### src/pkg/fnod_defines.svh
// offsets, field positions, reset values and timing counts of the fault/disable block
`ifndef FNOD_DEFINES_SVH
`define FNOD_DEFINES_SVH

`define FNOD_ADDR_W 4
`define FNOD_CTRL_OFS 4'h0
`define FNOD_CFG_OFS 4'h4
`define FNOD_STAT_OFS 4'h8
`define FNOD_ERR_OFS 4'hc

`define FNOD_CTRL_CLEAR_PRIMARY_BIT 0
`define FNOD_CTRL_CLEAR_SECONDARY_BIT 1
`define FNOD_CFG_W 6
`define FNOD_CFG_RESET 6'h00

`define FNOD_PRESCALE 8
`define FNOD_WIN_LO 3'h2
`define FNOD_WIN_HI 3'h6
`define FNOD_CNT_MAX 3'h7
`define FNOD_VALID_HALVES 2'h2

`endif

### src/pkg/fnod_pkg.sv
// types shared by the fault notification and output disable block
package fnod_pkg;

  // current operating state reported by the state machine outside
  typedef enum logic [2:0] {
    OP_STATE0 = 3'h0,
    OP_STATE1 = 3'h1,
    OP_STATE2 = 3'h2,
    OP_STATE3 = 3'h3,
    OP_STATE4 = 3'h4,
    OP_STATE5 = 3'h5,
    OP_STATE6 = 3'h6
  } fnod_op_state_t;

  // configuration register, bit 5 first
  typedef struct packed {
    logic freq_enable_select;
    logic monitor_fault_a_enable;
    logic tristate_fault_a_enable;
    logic overvolt3_demote;
    logic monitor_inhibit;
    logic disable_event_suppress;
  } fnod_cfg_t;

  // sticky error bits
  typedef struct packed {
    logic enable_error;
    logic primary_tristate_error;
    logic class_b_error;
    logic overvolt3_error;
    logic tristate_sticky_error;
  } fnod_err_t;

  // requests toward the operating state machine
  typedef struct packed {
    logic class_a;
    logic class_b;
    logic emergency_off;
    logic goto_state0;
  } fnod_req_t;

endpackage

### src/fnod_top.sv
// fault notification, output disable and enable watchdog logic
//
// What this block does
// - tristate indicator is monitor latch OR disable pin; it floats both drive outputs
// - monitor driving outputs from normal into tristate raises a class A event
// - disable pin tristate raises class A only while suppress bit is clear
// - tristate indicator set always sets the sticky tristate error bit
// - disable pin low runs, high tristates; its falling edge clears monitor latch
// - sampled disable pin level is readable as a status bit
// - a monitor error sets the monitor tristate latch
// - monitor inhibit bit blocks all monitor tristate and class A events
// - both fault outputs and the reset/ready output are active low
// - class A moving state 4 to 3 or 6 to 5 asserts fault A
// - fault A also asserts on enabled rises of tristate error or monitor latch
// - with both direct enables clear, fault A needs a state transition
// - class B moving to state 1 asserts fault B; otherwise only error bit and emergency-off request
// - with overvoltage-3 demote set, that event only sets its error bit
// - clear primary drops both faults and primary bits; clear secondary its bits
// - clear secondary while in state 1 requests a move to state 0
// - enable invalid-to-valid drops both faults only in state 3 or 5
// - driven fault levels and read-back pin levels are separate status bits
// - host drives a valid enable; any valid-to-invalid change raises class A
// - level mode: enable valid when high, falling edge raises class A
// - clock mode: valid after two consecutive good half-periods
// - edges restart a clk/8 counter; edge before 2 or after 6 raises class A
// - enable pin level and validity are readable status bits
`timescale 1ns/1ps
`include "fnod_defines.svh"

module fnod_top (
  // clock and reset
  input wire logic clk,
  input wire logic reset_n,
  // avalon-mm slave
  input wire logic [`FNOD_ADDR_W-1:0] avs_address,
  input wire logic avs_read,
  input wire logic avs_write,
  input wire logic [31:0] avs_writedata,
  output logic [31:0] avs_readdata,
  output logic avs_waitrequest,
  // pins and monitor
  input wire logic output_disable_pin,
  input wire logic stage_monitor_error,
  input wire logic enable_input,
  input wire logic fault_a_pin_readback,
  input wire logic fault_b_pin_readback,
  // operating state machine
  input wire fnod_pkg::fnod_op_state_t operating_state,
  input wire logic class_b_event,
  input wire logic overvolt3_event,
  output fnod_pkg::fnod_req_t state_req,
  // outputs to the pins
  output logic drive_enable,
  output logic fault_a_n,
  output logic fault_b_n,
  output logic reset_ready_n
);

  fnod_pkg::fnod_cfg_t cfg_q;
  fnod_pkg::fnod_err_t err_q;
  fnod_pkg::fnod_req_t req_q;
  logic wait_q;
  logic [31:0] rdata_q;
  logic disable_level_q;
  logic latch_q;
  logic tristate_q;
  logic fault_a_n_q;
  logic fault_b_n_q;
  logic enable_level_q;
  logic enable_valid_q;
  logic [2:0] presc_q;
  logic [2:0] win_q;
  logic [1:0] good_q;
  logic rdy_q;
  logic tristate_err_prev_q;

  // bus access completes at the edge where waitrequest is seen low
  logic wr_ok;
  logic clr_primary;
  logic clr_secondary;
  assign wr_ok = avs_write & ~wait_q;
  assign clr_primary = wr_ok & (avs_address == `FNOD_CTRL_OFS)
    & avs_writedata[`FNOD_CTRL_CLEAR_PRIMARY_BIT];
  assign clr_secondary = wr_ok & (avs_address == `FNOD_CTRL_OFS)
    & avs_writedata[`FNOD_CTRL_CLEAR_SECONDARY_BIT];

  // one wait state per access keeps read data a clean register output
  always_ff @(posedge clk or negedge reset_n)
  begin
    if (!reset_n)
      wait_q <= 1'b1;
    else if ((avs_read | avs_write) & wait_q)
      wait_q <= 1'b0;
    else
      wait_q <= 1'b1;
  end

  logic [31:0] status_word;
  assign status_word = {23'h000000, fault_b_pin_readback, fault_a_pin_readback,
    fault_b_n_q, fault_a_n_q, enable_valid_q, enable_level_q,
    disable_level_q, latch_q, tristate_q};

  always_ff @(posedge clk or negedge reset_n)
  begin
    if (!reset_n)
      rdata_q <= 32'h00000000;
    else if (avs_read & wait_q)
    begin
      unique case (avs_address)
        `FNOD_CFG_OFS: rdata_q <= {26'h0000000, cfg_q};
        `FNOD_STAT_OFS: rdata_q <= status_word;
        `FNOD_ERR_OFS: rdata_q <= {27'h0000000, err_q};
        default: rdata_q <= 32'h00000000;
      endcase
    end
  end

  always_ff @(posedge clk or negedge reset_n)
  begin
    if (!reset_n)
      cfg_q <= `FNOD_CFG_RESET;
    else if (wr_ok && avs_address == `FNOD_CFG_OFS)
      cfg_q <= avs_writedata[`FNOD_CFG_W-1:0];
  end

  // output disable path
  logic pin_rise;
  logic pin_fall;
  logic mon_set;
  logic tri_event;
  assign pin_rise = output_disable_pin & ~disable_level_q;
  assign pin_fall = ~output_disable_pin & disable_level_q;
  assign mon_set = stage_monitor_error & ~cfg_q.monitor_inhibit;
  // only a change from normal drive counts as a tristate event
  assign tri_event = ~tristate_q & ((mon_set & ~latch_q)
    | (pin_rise & ~latch_q & ~cfg_q.disable_event_suppress));

  always_ff @(posedge clk or negedge reset_n)
  begin
    if (!reset_n)
      disable_level_q <= 1'b0;
    else
      disable_level_q <= output_disable_pin;
  end

  // a monitor error in the same cycle as the pin falling keeps the latch set
  always_ff @(posedge clk or negedge reset_n)
  begin
    if (!reset_n)
      latch_q <= 1'b0;
    else if (mon_set)
      latch_q <= 1'b1;
    else if (pin_fall)
      latch_q <= 1'b0;
  end

  logic tristate_d;
  assign tristate_d = (latch_q | mon_set) & ~(pin_fall & ~mon_set) | output_disable_pin;

  always_ff @(posedge clk or negedge reset_n)
  begin
    if (!reset_n)
    begin
      tristate_q <= 1'b0;
      drive_enable <= 1'b0;
    end
    else
    begin
      tristate_q <= tristate_d;
      drive_enable <= ~tristate_d;
    end
  end

  // enable input watchdog
  logic en_edge;
  logic win_bad;
  logic en_viol;
  logic en_valid_d;
  assign en_edge = enable_input ^ enable_level_q;
  assign win_bad = en_edge ? (win_q < `FNOD_WIN_LO || win_q > `FNOD_WIN_HI)
    : (win_q == `FNOD_CNT_MAX);
  assign en_valid_d = cfg_q.freq_enable_select
    ? (en_edge ? (!win_bad && good_q >= `FNOD_VALID_HALVES)
      : (enable_valid_q && !win_bad))
    : enable_input;
  assign en_viol = enable_valid_q & ~en_valid_d;

  always_ff @(posedge clk or negedge reset_n)
  begin
    if (!reset_n)
      presc_q <= 3'h0;
    else if (en_edge || presc_q == 3'(`FNOD_PRESCALE - 1))
      presc_q <= 3'h0;
    else
      presc_q <= presc_q + 3'h1;
  end

  // counter saturates at its top state, which marks a late edge
  always_ff @(posedge clk or negedge reset_n)
  begin
    if (!reset_n)
      win_q <= 3'h0;
    else if (en_edge)
      win_q <= 3'h0;
    else if (presc_q == 3'(`FNOD_PRESCALE - 1) && win_q != `FNOD_CNT_MAX)
      win_q <= win_q + 3'h1;
  end

  // good_q counts edges of the current good run; the first only opens a window
  always_ff @(posedge clk or negedge reset_n)
  begin
    if (!reset_n)
      good_q <= 2'h0;
    else if (!cfg_q.freq_enable_select || (!en_edge && win_bad))
      good_q <= 2'h0;
    else if (en_edge)
      good_q <= (win_bad || good_q == 2'h0) ? 2'h1
        : (good_q == 2'h3 ? 2'h3 : good_q + 2'h1);
  end

  always_ff @(posedge clk or negedge reset_n)
  begin
    if (!reset_n)
    begin
      enable_level_q <= 1'b0;
      enable_valid_q <= 1'b0;
    end
    else
    begin
      enable_level_q <= enable_input;
      enable_valid_q <= en_valid_d;
    end
  end

  // class A and class B bookkeeping
  logic class_a;
  logic class_b;
  logic a_moves;
  logic b_moves;
  logic ov_b;
  logic tri_err_rise;
  logic en_restore;
  assign class_a = tri_event | en_viol;
  assign a_moves = operating_state == fnod_pkg::OP_STATE4
    || operating_state == fnod_pkg::OP_STATE6;
  assign ov_b = overvolt3_event & ~cfg_q.overvolt3_demote;
  assign class_b = class_b_event | ov_b;
  assign b_moves = operating_state != fnod_pkg::OP_STATE1
    && operating_state != fnod_pkg::OP_STATE0;
  assign tri_err_rise = tristate_q & ~tristate_err_prev_q;
  assign en_restore = ~enable_valid_q & en_valid_d
    & (operating_state == fnod_pkg::OP_STATE3 || operating_state == fnod_pkg::OP_STATE5);

  always_ff @(posedge clk or negedge reset_n)
  begin
    if (!reset_n)
      tristate_err_prev_q <= 1'b0;
    else
      tristate_err_prev_q <= err_q.primary_tristate_error | tri_err_rise;
  end

  // set beats clear on every sticky bit
  always_ff @(posedge clk or negedge reset_n)
  begin
    if (!reset_n)
      err_q <= '0;
    else
    begin
      err_q.tristate_sticky_error <= tristate_q | (err_q.tristate_sticky_error & ~clr_secondary);
      err_q.overvolt3_error <= overvolt3_event | (err_q.overvolt3_error & ~clr_secondary);
      err_q.class_b_error <= class_b | (err_q.class_b_error & ~clr_secondary);
      err_q.primary_tristate_error <= tristate_q
        | (err_q.primary_tristate_error & ~clr_primary);
      err_q.enable_error <= en_viol | (err_q.enable_error & ~clr_primary);
    end
  end

  logic fa_set;
  logic fb_set;
  assign fa_set = (class_a & a_moves)
    | (cfg_q.tristate_fault_a_enable & tri_err_rise)
    | (cfg_q.monitor_fault_a_enable & mon_set & ~latch_q);
  assign fb_set = class_b & b_moves;

  // faults hold until cleared; a fresh cause in the clearing cycle wins
  always_ff @(posedge clk or negedge reset_n)
  begin
    if (!reset_n)
    begin
      fault_a_n_q <= 1'b1;
      fault_b_n_q <= 1'b1;
    end
    else
    begin
      fault_a_n_q <= ~(fa_set | (~fault_a_n_q & ~clr_primary & ~en_restore));
      fault_b_n_q <= ~(fb_set | (~fault_b_n_q & ~clr_primary & ~en_restore));
    end
  end

  always_ff @(posedge clk or negedge reset_n)
  begin
    if (!reset_n)
    begin
      req_q <= '0;
      rdy_q <= 1'b0;
    end
    else
    begin
      req_q.class_a <= class_a;
      req_q.class_b <= class_b & b_moves;
      req_q.emergency_off <= class_b;
      req_q.goto_state0 <= clr_secondary && operating_state == fnod_pkg::OP_STATE1;
      rdy_q <= 1'b1;
    end
  end

  assign fault_a_n = fault_a_n_q;
  assign fault_b_n = fault_b_n_q;
  assign reset_ready_n = rdy_q;
  assign state_req = req_q;
  assign avs_readdata = rdata_q;
  assign avs_waitrequest = wait_q;
endmodule

### config.mk
export PLATFORM = sky130hd
export DESIGN_NAME = fnod_top
export DESIGN_NICKNAME = d
export VERILOG_FILES = /design/src/pkg/fnod_pkg.sv /design/src/fnod_top.sv
export VERILOG_INCLUDE_DIRS = /design/src /design/src/pkg
export SDC_FILE = /design/constraint.sdc
export NUM_CORES = 1
export LEC_CHECK = 0
export ABC_AREA = 1
export BUFFER_PORTS_ARGS = -buffer_cell sky130_fd_sc_hd__buf_4
export CAP_MARGIN = 10
export CORE_ASPECT_RATIO = 1.1
export CORE_MARGIN = 2
export CORE_UTILIZATION = 47
export DETAILED_ROUTE_END_ITERATION = 10
export GPL_TIMING_DRIVEN = 0
export PLACE_DENSITY = 0.77
export SLEW_MARGIN = 0
export SYNTH_ARGS = -nofsm -noshare
export SYNTH_HDL_FRONTEND = slang
export SYNTH_SLANG_ARGS = --single-unit
### constraint.sdc
create_clock -name clk -period 1.9 [get_ports clk]
set_input_delay 0.285 -clock clk [delete_from_list [all_inputs] [get_ports clk]]
set_output_delay 0.285 -clock clk [all_outputs]
set_load 0.01 [all_outputs]
After elaboration in Yosys (flattened, before gate mapping)
Cells that the tools add are included.
- output and inout port bits: 41
- register bits after elaboration: 66
- logic and storage cells: 157
- reductions and logical operators: 22
- add/sub/neg operators: 3
- equal/unequal tests: 13
- multiplexer cells: 14
- order comparisons: 3
- bitwise logic cells: 72
- operators with widths (kind ; count):
    bitwise AND 1 bit ; 34
    one-hot mux 9 bit (3 select lines) ; 1
    inverter 1 bit ; 21
    OR 1 bit ; 16
    == test 3 bit, second input constant ; 5
    2-to-1 mux 3 bit ; 3
    == test 4 bit, second input constant ; 2
    2-to-1 mux 2 bit ; 4
    logical AND 1 bit ; 7
    adder 3 x 1 -> 3 bit, second input constant ; 2
    logical OR 1 bit ; 6
    2-to-1 mux 1 bit ; 6
    nonzero test 2 bit ; 3
    == test 4 x 3 -> 1 bit, second input constant ; 1
    logical NOT 4 bit ; 1
    == test 3 x 1 -> 1 bit, second input constant ; 1
    == test 3 x 2 -> 1 bit, second input constant ; 1
    greater-than comparator 3 bit, second input constant ; 1
    logical NOT 1 bit ; 3
    less-than comparator 3 x 2 -> 1 bit, second input constant ; 1
    inequality test 3 x 1 -> 1 bit, second input constant ; 1
    inequality test 3 bit, second input constant ; 1
    nonzero test 3 bit ; 1
    adder 2 x 1 -> 2 bit, second input constant ; 1
    other kinds (4) ; 4

Longest topological paths before layout
- depth in word-level cells: 15
- depth in mapped cells: 12

Worst setup path before layout
No wires, ideal clock.
- kind: register to register
- start: reg win_q[0]
- end: reg fault_a_n_q, in the netlist fault_a_n
- clock period less this slack: 1.356 ns
- cell stages (with the launch flop): 12
- path slack: 0.544 ns
- arrival time: 1.289 ns
- cells stage by stage: dfrtp_1 -> ha_1 -> ha_1 -> nand2_4 -> nand2_2 -> inv_2 -> nand2_2 -> nand2_2 -> nand2_2 -> nand2_1 -> nand2_1 -> nor2_1
- longest elaborated chain between the ends: 15
- elaborated cells on any way between the ends: 22
- those cells by class: order compare (2); eq/ne (1); mux (3); bitwise (12); reduce/logical (4)
- ends and longest elaborated chain (element ; line ; RTL):
    start: declaration ; fnod_top.sv:72 ; logic [2:0] win_q;
    start signal: assignment ; fnod_top.sv:206 ; win_q <= win_q + 3'h1;
    less-than comparator 3 x 2 -> 1 bit (no source line) / greater-than comparator 3 bit (equally long branches) ; n/a ;
    logical OR 1 bit (no source line) ; n/a ;
    2-to-1 mux 1 bit * ; fnod_top.sv:180 ; assign win_bad = en_edge ? (win_q < `FNOD_WIN_LO || win_q > `FNOD_WIN_HI)
    logical NOT 1 bit * ; fnod_top.sv:183, fnod_top.sv:184 ;
    logical AND 1 bit (on tied branches) ; n/a ;
    2-to-1 mux 1 bit * ; fnod_top.sv:183 ; ? (en_edge ? (!win_bad && good_q >= `FNOD_VALID_HALVES)
    2-to-1 mux 1 bit * ; fnod_top.sv:182 ; assign en_valid_d = cfg_q.freq_enable_select
    named net en_valid_d ; fnod_top.sv:178 ; logic en_valid_d;
    inverter 1 bit ; fnod_top.sv:186 ; assign en_viol = enable_valid_q & ~en_valid_d;
    bitwise AND 1 bit ; fnod_top.sv:186 ;
    OR 1 bit ; fnod_top.sv:243 ; assign class_a = tri_event | en_viol;
    bitwise AND 1 bit ; fnod_top.sv:280 ; assign fa_set = (class_a & a_moves)
    OR 1 bit ; fnod_top.sv:281 ; | (cfg_q.tristate_fault_a_enable & tri_err_rise)
    OR 1 bit ; fnod_top.sv:282 ; | (cfg_q.monitor_fault_a_enable & mon_set & ~latch_q);
    OR 1 bit * ; fnod_top.sv:295 ; fault_a_n_q <= ~(fa_set | (~fault_a_n_q & ~clr_primary & ~en_restore));
    inverter 1 bit * ; fnod_top.sv:295 ;
    end signal: assignment ; fnod_top.sv:295 ;
    end: declaration ; fnod_top.sv:67 ; logic fault_a_n_q;
The timed path passes the listed nets; every way through them passes the cells marked *.
A chain may end at the register's enable or synchronous reset.

Worst setup path in the final report
Same ends and word-level chain as after synthesis.

==> flow_summary.yaml <==
pwr:
  ir_worst_vdd_mv: 0.472
  static-leakage-power_uw: 0.00146
  pwr_density_cell_mw_per_mm2: 831
timing:
  worst-slew-pin-transition_ps: 519
  final.period_utilization: 0.777
  hold-worst-slack_ps: 124
  fin_skew_ps: 4.64
  period_needed_ps: 1480
  slew_headroom: 0.654
  max_freq_mhz: 677
  timing.final.setup_violations: 0
  final-max-slew-violation-count: 0
  rsz0062_at_grt: "no"
  finalHoldViolations: 0
  sum_neg_setup_slack_ps: 0
clocking:
  cts_hold_buffers: 1
  cts_repair_resize_count: 0
  cts_num_sinks: 43
  cts-buffers-inserted: 5
  tritoncts: "done"
  clk_latency_ps: 290
  clock_tree.htree_level_count: 2
  clockBufferDepth: 2
  post_cts_buffers: 0
  cts.clk_slew.worst_paths_ps: 80
  ctsRootBufferMaster: "clkbuf_8"
critical_path:
  crit_path_start_kind: "flop"
  critical_path.slowest_cell: "dfrtp_1"
  critPathArrivalTime_ps: 1710
  timing_worst_setup_path_type: "reg -> reg"
  cp_slowest_stage_delay_ps: 420
  critPathMaxFanout: 4
  setup_slack_of_the_worst_register_to_register_path_ps: 420
  timing.critical_path.mode_cell: "nand2_2"
  cp-end-kind: "flop"
  cp_cell_sequence: "ha_1 -> ha_1 -> nand2_4 -> nand2_2 -> inv_2 -> nand2_2 -> nand2_2 -> nand2_2 -> nand2_1 -> nand2_1 -> nor2_1"
  worst_ep_required_time_ps: 2130
yosys:
  postSynthCellCount: 240
  synth_top_cell_area_share: 0.482
  post_synth_edffs: 0
  synthDominantAreaCellType: "dfrtp_1"
  synth_flop_cell: "dfrtp_1"
  ys_types: 26
  ys_warn_count: 0
  ys_async_sr_fraction: 1.00
  post_synth_instance_area_mm2: 0.00208
  syn_area_per_cell_um2: 8.66
  ys_ff_latch: 43
  synth-seq-area-share: 0.520
  netlist_top_cells_area: "dfrtp_1 (48%), nand2_1 (10%), buf_4 (8.3%)"
global_routing:
  largest_net_degree_at_the_start_of_global_routing: 44
  global_route.usage.total: 0.185
  grt_pass1_wl_um: 6870
  grt.overflow.total: 0
  grt_pass1_vias: 1592
  antenna_found_initial: 0
die:
  initial_core_utilization: 0.485
  die-area_mm2: 0.00497
  num_io_pins: 91
  fp-row-count: 25
  die-width_um: 67.4
  die_height_um: 73.7
  floorplan.core_area_mm2: 0.00429
final_layout:
  n_antenna_cell: 0
  area_delta_synth_final_pct: 27.3
  fin_nets: 365
  layout_common_cells: "buf_4 (64), nand2_1 (58), dfrtp_1 (40)"
  leading_cell_type_in_the_layout_fill_and_taps_excluded: "buf_4"
  nFillCells: 383
  utilization: 0.618
  post_route_cells_drive_above_1_share: 0.288
min_path:
  timing.hold.worst.class: "in -> reg"
routing:
  detail_route.iter0.violations: 73
  wire_per_inst_um: 10.9
  vias_per_cell: 4.56
  ant_nets: 0
  dr_total_vias: 1669
  drtPass1Iterations: 4
  wirelength_um: 3990
  post-route-drc-count: 0
placed_design:
  port_buffers: 41
  hpwl_after_detailed_placement_um: 3200
  gpl.final_weighted_congestion: 0.837
flow_run:
  drv.max_cap_violation_count: 0
status:
  status: "complete, no violations"
cells in the mapped netlist (all sizes together) (3+ instances only):
library cell   n
nand3         10
inv           30
nand2         66
nor2          18
ha             4
dfstp          3
mux2           3
buf           23
a21oi          7
o21ai         22
dfrtp         40
layout make-up:
cell class,count,area (um2),share of cell area
well taps,54,67.6,0.0255
clock buffers,8,100,0.0378
multi-input cells,165,792,0.299
inverters,30,113,0.0426
flip-flops and latches,43,1080,0.408
plain buffers,24,176,0.0667
repair buffers,42,318,0.120
worst paths after layout:
path / start / end / depth (start not counted)
worst max-delay path: win_q[0] / fault_a_n / 11
worst min-delay path: output_disable_pin / disable_level_q / 1
worst max register to register: win_q[0] / fault_a_n / 11
worst min register to register: presc_q[0] / presc_q[0] / 1
max in group asynchronous: reset_n / avs_waitrequest / 2
min in group asynchronous: reset_n / enable_level_q / 2
power by group:
group | internal [uW] | switching [uW] | total, uW
clock | 331 | 288 | 619
combinational | 212 | 244 | 456
sequential | 1040 | 83.8 | 1120
cell families after synthesis:
| logic type | Yosys count | share of synthesized area |
|---|---|---|
| simple gates | 101 | 0.214 |
| buf+inv | 54 | 0.139 |
| flops | 43 | 0.520 |
| compound gates | 33 | 0.0831 |
| fa+ha+maj | 4 | 0.0241 |
| mux | 3 | 0.0163 |
| other cells | 2 | 0.00361 |
through the flow:
stage               power (uW)  instances  setup slack, ps  area (um2)
finish                    2200        366              424        2650
detailed placement        1600        357              417        2540
global route              2340        366              289        2650
floorplan                 1410        262              544        2160
global placement          1580        357              461        2540
CTS                       2220        366              406        2650
critical path, delay by kind of cell, from the launching register on:
| family | cells | cell delay (ps) |
|---|---|---|
| DFF | 1 | 420 |
| and+or+nand+nor | 8 | 520 |
| buffers and inverters | 1 | 60 |
| adders and majority gates | 2 | 410 |
flip-flops by register name (all words and copies together) (netlist names), 2 cells and up:
name	count
win_q	3
err_q	5
avs_readdata	9
presc_q	3
state_req	4
good_q	2
cfg_q	6
per-layer routing:
metal	global-route usage	routed length, um	up-vias
li1	-	-	852
met1	0.218	1650	760
met2	0.323	2030	51
met3	0.0413	239	6
met4	0.0726	66	0
met5	0	0	-
(Power assumes the default switching activity.)
